[src/rtl/freq_ctrl_cfg.svh]
/*
  Offsets, field positions and reset values of the CPU frequency,
  programmed frequency and recovery frequency control bytes.
  Assumes it is included by bare name after the types package.
*/
`ifndef FREQ_CTRL_CFG_SVH
`define FREQ_CTRL_CFG_SVH

`define OFS_RECOVERY_SRC_M  8'h0c
`define OFS_CPU_N_VALUE     8'h0d
`define OFS_PROG_EN_CPU_M   8'h0e

`define BIT_RECOVERY_SEL    7
`define BIT_PROG_ENABLE     7
`define M_FIELD_MSB         6

`define RESET_BYTE          8'h00
`define READ_UNMAPPED       8'h00

`endif

[src/rtl/freq_ctrl_pkg.sv]
/*
  Types shared by the frequency control register block.
  Assumes nothing beyond a SystemVerilog compiler.
*/
package freq_ctrl_pkg;

    // Byte access as delivered by the serial management bus front end
    typedef struct packed {
        logic       wr;
        logic       rd;
        logic [7:0] addr;
        logic [7:0] data;
    } host_req_s;

    // Setting handed to the synthesizer core
    typedef struct packed {
        logic       use_prog;
        logic [7:0] n_value;
        logic [6:0] m_value;
        logic [4:0] ratio_code;
    } freq_set_s;

    typedef enum logic [1:0] {
        MODE_NORMAL   = 2'b01,
        MODE_RECOVERY = 2'b10
    } freq_mode_e;

endpackage

[src/rtl/ctrl_byte.sv]
/*
  One host-writable control byte with synchronous clear.
  Assumes the caller qualifies the write enable (address and lock).
*/
`timescale 1ns/1ns
`include "freq_ctrl_cfg.svh"

module ctrl_byte
    import freq_ctrl_pkg::*;
#(
    parameter int           WIDTH = 8,
    parameter [WIDTH-1:0]   RESET = `RESET_BYTE
) (
    input  wire logic             clk_sys,
    input  wire logic             rst_b,
    input  wire logic             wr_en,
    input  wire logic [WIDTH-1:0] wr_data,
    output logic      [WIDTH-1:0] value_reg
);

    logic [WIDTH-1:0] value_next;

    always_comb begin
        value_next = value_reg;
        if (wr_en) begin
            value_next = wr_data;
        end
    end

    always_ff @(posedge clk_sys) begin
        if (!rst_b) begin
            value_reg <= RESET;
        end else begin
            value_reg <= value_next;
        end
    end

endmodule // ctrl_byte

[src/rtl/freq_ctrl_regs.sv]
/*
  Control bytes that pick the CPU output frequency: programmed N and M,
  recovery source and recovery M (recovery N is the CPU N byte), strap or software ratio code,
  and the watchdog recovery lock.
  Assumes a bus front end that delivers one-cycle byte read and write
  strobes, and a watchdog that pulses on time-out; all inputs are
  synchronous to clk_sys.
*/
// Notes on behaviour
// The recovery source bit picks the strap code when clear and the recovery N and M when set.
// A watchdog time-out switches the output to the recovery frequency without software.
// Recovery N is eight bits and recovery M is seven bits below the source bit.
// Outside recovery the ratio code is the strap code unless the override bit selects the software code.
// Bit 7 of the CPU M byte enables programmed frequencies when set.
// With that enable set the CPU frequency comes from the CPU N and M bytes.
// Each write of the CPU M field starts loading the new frequency, so N goes first.
// All three bytes clear to zero at reset.
// After a time-out writes that change the frequency are ignored until the watchdog enable is cleared.
`timescale 1ns/1ns
`include "freq_ctrl_cfg.svh"

module freq_ctrl_regs
    import freq_ctrl_pkg::*;
(
    input  wire logic      clk_sys,
    input  wire logic      rst_b,
    input  wire host_req_s host_req,
    input  wire logic [4:0] latched_strap_code,
    input  wire logic [4:0] sel_code,
    input  wire logic      strap_override,
    input  wire logic      watchdog_enable,
    input  wire logic      watchdog_timeout,
    output logic [7:0]     rd_data_reg,
    output logic           rd_valid_reg,
    output freq_set_s      freq_set_reg,
    output logic           freq_load_reg,
    output logic           recovery_active_reg
);

    freq_mode_e mode_reg;
    freq_mode_e mode_next;
    logic [7:0] rec_byte;
    logic [7:0] cpu_n_byte;
    logic [7:0] cpu_m_byte;
    logic       wr_rec;
    logic       wr_cpu_n;
    logic       wr_cpu_m;
    logic       locked;
    logic       load_pend_reg;
    logic       load_pend_next;
    logic [7:0] rd_data_next;
    freq_set_s  freq_set_next;
    logic       enter_recovery;

    assign locked = (mode_reg == MODE_RECOVERY);

    // Whole-byte decode; a locked device drops frequency writes silently
    always_comb begin
        wr_rec   = 1'b0;
        wr_cpu_n = 1'b0;
        wr_cpu_m = 1'b0;
        if (!host_req.wr || locked) begin
            wr_rec = 1'b0;
        end else if (host_req.addr == `OFS_RECOVERY_SRC_M) begin
            wr_rec = 1'b1;
        end else if (host_req.addr == `OFS_CPU_N_VALUE) begin
            wr_cpu_n = 1'b1;
        end else if (host_req.addr == `OFS_PROG_EN_CPU_M) begin
            wr_cpu_m = 1'b1;
        end
    end

    ctrl_byte #(.WIDTH(8), .RESET(`RESET_BYTE)) u_rec_byte (
        .clk_sys   (clk_sys),
        .rst_b     (rst_b),
        .wr_en     (wr_rec),
        .wr_data   (host_req.data),
        .value_reg (rec_byte)
    );

    ctrl_byte #(.WIDTH(8), .RESET(`RESET_BYTE)) u_cpu_n_byte (
        .clk_sys   (clk_sys),
        .rst_b     (rst_b),
        .wr_en     (wr_cpu_n),
        .wr_data   (host_req.data),
        .value_reg (cpu_n_byte)
    );

    ctrl_byte #(.WIDTH(8), .RESET(`RESET_BYTE)) u_cpu_m_byte (
        .clk_sys   (clk_sys),
        .rst_b     (rst_b),
        .wr_en     (wr_cpu_m),
        .wr_data   (host_req.data),
        .value_reg (cpu_m_byte)
    );

    // Time-out only counts while the watchdog is enabled
    assign enter_recovery = watchdog_timeout && watchdog_enable;

    always_comb begin
        mode_next = mode_reg;
        case (mode_reg)
            MODE_NORMAL: begin
                if (enter_recovery) begin
                    mode_next = MODE_RECOVERY;
                end
            end
            MODE_RECOVERY: begin
                if (!watchdog_enable) begin
                    mode_next = MODE_NORMAL;
                end
            end
            default: begin
                mode_next = MODE_NORMAL;
            end
        endcase
    end

    // Setting is built from the stored bytes, so it trails a write by one
    always_comb begin
        freq_set_next = '0;
        if (locked) begin
            if (rec_byte[`BIT_RECOVERY_SEL]) begin
                freq_set_next.use_prog = 1'b1;
                // Recovery N has no byte of its own here; it shares CPU N
                freq_set_next.n_value  = cpu_n_byte;
                freq_set_next.m_value  = rec_byte[`M_FIELD_MSB:0];
            end
            freq_set_next.ratio_code = latched_strap_code;
        end else begin
            freq_set_next.use_prog = cpu_m_byte[`BIT_PROG_ENABLE];
            freq_set_next.n_value  = cpu_n_byte;
            freq_set_next.m_value  = cpu_m_byte[`M_FIELD_MSB:0];
            freq_set_next.ratio_code = strap_override ? sel_code
                                                      : latched_strap_code;
        end
    end

    always_comb begin
        load_pend_next = wr_cpu_m;
        rd_data_next   = `READ_UNMAPPED;
        if (host_req.addr == `OFS_RECOVERY_SRC_M) begin
            rd_data_next = rec_byte;
        end else if (host_req.addr == `OFS_CPU_N_VALUE) begin
            rd_data_next = cpu_n_byte;
        end else if (host_req.addr == `OFS_PROG_EN_CPU_M) begin
            rd_data_next = cpu_m_byte;
        end
        if (!host_req.rd) begin
            rd_data_next = rd_data_reg;
        end
    end

    always_ff @(posedge clk_sys) begin
        if (!rst_b) begin
            mode_reg            <= MODE_NORMAL;
            load_pend_reg       <= 1'b0;
            freq_set_reg        <= '0;
            freq_load_reg       <= 1'b0;
            recovery_active_reg <= 1'b0;
            rd_data_reg         <= `RESET_BYTE;
            rd_valid_reg        <= 1'b0;
        end else begin
            mode_reg            <= mode_next;
            load_pend_reg       <= load_pend_next;
            freq_set_reg        <= freq_set_next;
            // Entering recovery reloads the synthesizer just like an M write
            freq_load_reg       <= load_pend_reg ||
                                   (locked && !recovery_active_reg);
            recovery_active_reg <= locked;
            rd_data_reg         <= rd_data_next;
            rd_valid_reg        <= host_req.rd;
        end
    end

    chk_src_strap: assert property (@(posedge clk_sys) disable iff (!rst_b)
        (locked && !rec_byte[`BIT_RECOVERY_SEL]) |=>
        (!freq_set_reg.use_prog &&
         freq_set_reg.ratio_code == $past(latched_strap_code)))
        else $error("recovery from strap code not applied");

    chk_src_prog: assert property (@(posedge clk_sys) disable iff (!rst_b)
        (locked && rec_byte[`BIT_RECOVERY_SEL]) |=>
        (freq_set_reg.use_prog &&
         freq_set_reg.m_value == $past(rec_byte[6:0])))
        else $error("programmed recovery values not applied");

    chk_wd_entry: assert property (@(posedge clk_sys) disable iff (!rst_b)
        (!locked && enter_recovery) |=> ##1
        (recovery_active_reg && freq_load_reg))
        else $error("time-out did not enter recovery with reload");

    chk_ratio_sel: assert property (@(posedge clk_sys) disable iff (!rst_b)
        (!locked && strap_override) |=>
        freq_set_reg.ratio_code == $past(sel_code))
        else $error("software ratio code not used under override");

    chk_prog_en: assert property (@(posedge clk_sys) disable iff (!rst_b)
        !locked |=> freq_set_reg.use_prog == $past(cpu_m_byte[7]))
        else $error("programmed enable not followed");

    chk_prog_nm: assert property (@(posedge clk_sys) disable iff (!rst_b)
        !locked |=> (freq_set_reg.n_value == $past(cpu_n_byte) &&
                     freq_set_reg.m_value == $past(cpu_m_byte[6:0])))
        else $error("programmed N or M not followed");

    chk_m_load: assert property (@(posedge clk_sys) disable iff (!rst_b)
        wr_cpu_m |-> ##2 (freq_load_reg &&
        freq_set_reg.m_value == $past(host_req.data[6:0], 2)))
        else $error("M write did not start a load");

    chk_reset_zero: assert property (@(posedge clk_sys)
        !rst_b |=> (rec_byte == 8'h00 && cpu_n_byte == 8'h00 &&
                    cpu_m_byte == 8'h00 && !recovery_active_reg))
        else $error("control bytes not cleared by reset");

    chk_lock_hold: assert property (@(posedge clk_sys) disable iff (!rst_b)
        (locked && host_req.wr) |=> ($stable(cpu_n_byte) &&
        $stable(cpu_m_byte) && $stable(rec_byte)))
        else $error("write accepted during recovery lock");

    chk_lock_exit: assert property (@(posedge clk_sys) disable iff (!rst_b)
        locked |=> (locked == $past(watchdog_enable)))
        else $error("recovery lock left or held wrongly");

endmodule // freq_ctrl_regs

[config.mk]
export PLATFORM = sky130hd
export DESIGN_NAME = freq_ctrl_regs
export DESIGN_NICKNAME = d
export VERILOG_FILES = /design/src/rtl/freq_ctrl_pkg.sv /design/src/rtl/ctrl_byte.sv /design/src/rtl/freq_ctrl_regs.sv
export VERILOG_INCLUDE_DIRS = /design/src /design/src/rtl
export SDC_FILE = /design/constraint.sdc
export NUM_CORES = 1
export LEC_CHECK = 0
export BUFFER_PORTS_ARGS = -buffer_cell sky130_fd_sc_hd__buf_4
export CORE_MARGIN = 2
export CORE_UTILIZATION = 51
export CTS_CLUSTER_SIZE = 8
export DETAILED_ROUTE_END_ITERATION = 6
export GPL_TIMING_DRIVEN = 0
export PLACE_DENSITY = 0.79
export SLEW_MARGIN = 30
export SYNTH_ARGS = -nofsm -noshare
export SYNTH_HDL_FRONTEND = slang
export SYNTH_SLANG_ARGS = --single-unit
export TNS_END_PERCENT = 1
[constraint.sdc]
create_clock -name clk_sys -period 2.2 [get_ports clk_sys]
set_input_delay 0.33 -clock clk_sys [delete_from_list [all_inputs] [get_ports clk_sys]]
set_output_delay 0.33 -clock clk_sys [all_outputs]
set_load 0.02 [all_outputs]
==> results of run 1 <==
-- how the worst max path moves through the flow --
stage | from | end | slack (ns) | cells past startpoint
6_report | mode_reg[0] | u_rec_byte.value_reg[0] | 0.33 | 5
5_1_grt | mode_reg[0] | u_rec_byte.value_reg[0] | 0.18 | 5
4_1_cts | mode_reg[0] | u_rec_byte.value_reg[0] | 0.29 | 5
3_5_place_dp | host_req[13] | u_rec_byte.value_reg[0] | 0.19 | 5
3_3_place_gp | host_req[13] | u_rec_byte.value_reg[2] | 0.23 | 5
2_1_floorplan | host_req[13] | u_rec_byte.value_reg[0] | 0.58 | 4
-- stage by stage --
step / total power [W] / setup slack, ns / cells
finish: 0.00226 / 0.327 / 361
global route: 0.00234 / 0.176 / 361
CTS: 0.00228 / 0.292 / 361
detailed placement: 0.00125 / 0.190 / 346
global placement: 0.00124 / 0.229 / 346
floorplan: 0.00117 / 0.576 / 230
-- metal layers --
metal  wire, µm  vias up
met3        317       11
met5          0        -
met2       2610       63
met1       2340      894
li1           -      934
met4        126        0
-- power by group --
| part | total [W] | switching [W] | internal [W] | leakage [nW] |
|---|---|---|---|---|
| combinational | 0.000142 | 0.0000759 | 0.0000657 | 0.638 |
| clock | 0.00104 | 0.000399 | 0.000641 | 0.109 |
| sequential | 0.00108 | 0.00000314 | 0.00108 | 0.477 |
| total | 0.00226 | 0.000478 | 0.00178 | 1.22 |
-- cell type report --
class	count	area (µm²)
fill	350	1290
sequential	59	1180
multi-input combinational	155	1000
timing repair buffer	64	480
clock buffer	14	183
tap	52	65.1
buffer	14	53.8
clock inverter	1	30.0
inverter	2	7.51
-- cell families after synthesis --
kind of cell	after synthesis	synth area share
simple gates	91	0.199
mux	32	0.143
buf+inv	16	0.0273
compound gates	32	0.106
flops	59	0.526
-- placed cells by master (no fill, tap or decap), drive strengths merged --
cell     n
a32o     8
clkbuf  23
a21boi  12
nor2     2
bufinv   1
o21ai    9
nand3   15
o21a     3
nor4     2
and2    11
and3     1
inv      2
mux2i   32
nand2   55
nor2b    3
buf     69
dfxtp   59
nor3     1
nand2b   1
-- worst max-delay path, stage by stage, from the launching register on --
cell,delay [ns]
dfxtp_1,0.35
nand2b_1,0.10
clkbuf_1,0.33
nand2_1,0.15
nor4_4,0.60
mux2i_1,0.26
==> flow_summary.toml, run 1 <==
[cells_and_area]
antenna_cells = 0
areaGrowthSynthToFinish_pct = 33.7
final_core_util = 0.700
layout-drive-gt1-share = 0.272
layout.nets = 338
largest_register_ffs = 21
fin_area_mm2 = 0.00301

[timing]
hold_violations = 0
timing.final.crit_share = 0.852
min_period_ns = 1.87
slew-limit-headroom = 0.481
slew_violations = 0
rsz0062_at_grt = "false"
tns_ns = 0
fmax_mhz = 534
timing.hold.ws_ns = 0.224
clock_skew_ns = 0.00524
setup_viol = 0
worst_slew_pin_slew_ns = 0.772

[clocking]
cts_tree = "yes"
clockBufferDepth = 2
clk_latency_ns = 0.33
holdBufCountCts = 0
cts-buffers-inserted = 9
cts_resized = 0
cts_sinks = 59
path_clk_slew_ns = 0.06
cts_setup_buffers = 0
root_buffer = "clkbuf_8"
h-tree-depth = 3

[min_path]
min-delay-start = "host_req[16]"
hp-class = "in -> reg"
worstHoldPathCells = 2
min_to = "rd_valid_reg"

[yosys]
synth-edff-count = 0
synth.avg_cell_area_um2 = 9.77
yosysSeqAreaShare = 0.526
syn-num-nets = 263
yosysMostFrequentCell = "dfxtp_1"
synthTopCellsByArea = "dfxtp_1, mux2i_1, nand2_1"
synth_top_cell_area_share = 0.526
synth-main-ff-cell = "dfxtp_1"
synth.cell_area_mm2 = 0.00225
async_reset_ff_frac = 0
synth_top_area_cell = "dfxtp_1"
synth_cell_types = 22
synthCells = 230
synth_warnings = 0
synthTopCellsByCount = "dfxtp_1, nand2_1, mux2i_1"
ys_seq_elements = 59

[global_route]
grt_pass1_vias = 1852
antenna_found_initial = 0
grt_usage = 0.237
met1_usage = 0.292
use_met2 = 0.385
grt_use_met3 = 0.0548
top_usage_layer = "met2"
overflow = 0
grt_pass1_wl_um = 8950
grt_max_degree = 11

[critical_path]
cp-start-kind = "register"
r2r_end = "u_rec_byte.value_reg[0]"
worstPathMaxFanout = 10
end_kind = "register"
cp.required_ns = 2.46
worst_r2r_startpoint = "mode_reg[0]"
r2r_cells = 5
arrival_ns = 2.13
critPathKind = "reg -> reg"
r2r_slack_ns = 0.33

[die]
core_mm2 = 0.00429
pin_count = 65
initial_core_util = 0.523
row_count = 24
die_area_mm2 = 0.00495
die_h_um = 70.4
die_x_um = 70.4

[drt]
via_count = 1902
ant_nets = 0
wl_per_cell_um = 14.9
drcViolationCount = 0
avgViaCountPerCell = 5.27
wl_um = 5390
drt-pass1-iter-count = 4
drt_iter0_drc = 131

[placement]
port_buffers = 64
dp_hpwl_um = 3630
gp_congestion = 0.851
placed_area_mm2 = 0.00279

[run]
cap_violations = 0

[power]
max-vdd-ir-drop_uv = 434
power.density_mw_per_mm2 = 753
p_leak_nw = 1.22

[status]
status = "complete, no violations"
(Power assumes the default switching activity.)
==> inputs of run 2 (changes only) <==
clock period = 1.8 ns   (was 2.2 ns; I/O delays follow)
==> run 2 against run 1 <==
Effect of this change: register-to-register slack got worse by 0.18 ns; critical path depth did not move; first-iteration DRC count rose by 12%; cell area rose by 1.6%; utilization rose by 1.1 points; wire length rose by 0.74%; critical path type unchanged.
==> flow_summary.toml, run 2 (synthesized netlist as in run 1, its figures left out) <==
[status]
status = "complete, no violations"

[clocking]
root_buffer = "clkbuf_8"
cts_tree = "yes"
cts_sinks = 59
clk_latency_ns = 0.33
holdBufCountCts = 0
path_clk_slew_ns = 0.06
clockBufferDepth = 2
h-tree-depth = 3
cts-buffers-inserted = 9

[drt]
wl_um = 5430
wl_per_cell_um = 14.9
avgViaCountPerCell = 5.33
via_count = 1940
ant_nets = 0
drt_iter0_drc = 147
drcViolationCount = 0
drt-pass1-iter-count = 4

[cells_and_area]
fillCellCount = 339
layout_common_cells = "buf_4, dfxtp_1, nand2_1"
areaGrowthSynthToFinish_pct = 35.9
largest_register_ffs = 21
seq_area_mm2 = 0.00118
multi_input_area_mm2 = 0.00100
antenna_cells = 0
layout.nets = 341
final_cells = 364
layout-drive-gt1-share = 0.282
final_common_cell = "buf_4"

[global_route]
overflow = 0
grt_max_degree = 11
grt_pass1_wl_um = 9000
antenna_found_initial = 0
grt_usage = 0.239
grt_pass1_vias = 1858

[timing]
hold_violations = 0
min_period_ns = 1.65
clock_skew_ns = 0.00586
tns_ns = 0
fmax_mhz = 606
timing.final.crit_share = 0.917
slew-limit-headroom = 0.573
setup_viol = 0
worst_slew_pin_slew_ns = 0.640
slew_violations = 0
rsz0062_at_grt = "false"

[power]
power.density_mw_per_mm2 = 905
p_leak_nw = 1.25
total_power_w = 0.00276
max-vdd-ir-drop_uv = 528

[die]
initial_core_util = 0.523
die_h_um = 70.4
core_mm2 = 0.00429
row_count = 24
die_area_mm2 = 0.00495
pin_count = 65
die_x_um = 70.4

[critical_path]
path_buf_inv = 1
critPathKind = "reg -> reg"
max_stage_delay_ns = 0.52
end_kind = "register"
arrival_ns = 1.91
worstPathMaxFanout = 10
cp.required_ns = 2.06
cp_cell_sequence = "nand2b_1, clkbuf_2, nand3_1, nor2_2, mux2i_1"
cp_top_family = "simple AND/OR/NAND/NOR gates"
crit_slowest_cell = "nor2_2"
cp-start-kind = "register"

[run]
cap_violations = 0

[placement]
port_buffers = 64
dp_hpwl_um = 3630
gp_congestion = 0.851
place_inst = 346

[min_path]
hp-class = "in -> reg"
-- run 2: where the power goes --
| part | switching (W) | internal, W |
|---|---|---|
| Combinational | 0.0000932 | 0.0000807 |
| Clock | 0.000486 | 0.000784 |
| Sequential | 0.00000399 | 0.00132 |
| Total | 0.000583 | 0.00218 |
-- run 2: timing repair --
action / CTS / global route
endpoints found under the setup margin: 16 / 2
gates resized for setup: 1 / 0
pin swaps: 1 / 1
setup buffers: 2 / 1
-- run 2: metrics by stage --
step | setup WS (ns) | utilization | cell area (µm²) | hold WS, ns
4_1_cts | 0.114 | 0.707 | 3030 | 0.152
3_3_place_gp | -0.111 | 0.650 | 2790 | 0.424
2_1_floorplan | 0.236 | - | 2250 | 0.406
5_1_grt | 0.0452 | 0.711 | 3050 | 0.181
6_report | 0.150 | 0.711 | 3050 | 0.162
3_5_place_dp | -0.150 | 0.650 | 2790 | 0.436
-- run 2: layer usage --
layer / global-route usage / wire length [µm]
met2: 0.383 / 2660
met5: 0 / 0
met4: 0.124 / 110
met1: 0.299 / 2270
met3: 0.0548 / 380
-- run 2: area by class of cell --
type	count	area share
clock inverters	1	0.00983
flip-flops and latches	59	0.387
multi-input cells	155	0.329
well taps	52	0.0213
inverters	2	0.00246
repair buffers	67	0.173
clock buffers	14	0.0598
plain buffers	14	0.0180
-- run 2: worst paths after layout --
kind,from,to,depth (start not counted),slack (ns)
max,mode_reg[0],u_cpu_m_byte.value_reg[6],5,0.15
min reg2reg,load_pend_reg,freq_load_reg,1,0.45
max reg2reg,mode_reg[0],u_cpu_m_byte.value_reg[6],5,0.15
min,host_req[16],rd_valid_reg,2,0.16
-- run 2: worst reg2reg max path: stages, from the launching register on --
cell	delay [ns]
dfxtp_1	0.35
nand2b_1	0.11
clkbuf_2	0.21
nand3_1	0.13
nor2_2	0.52
mux2i_1	0.26
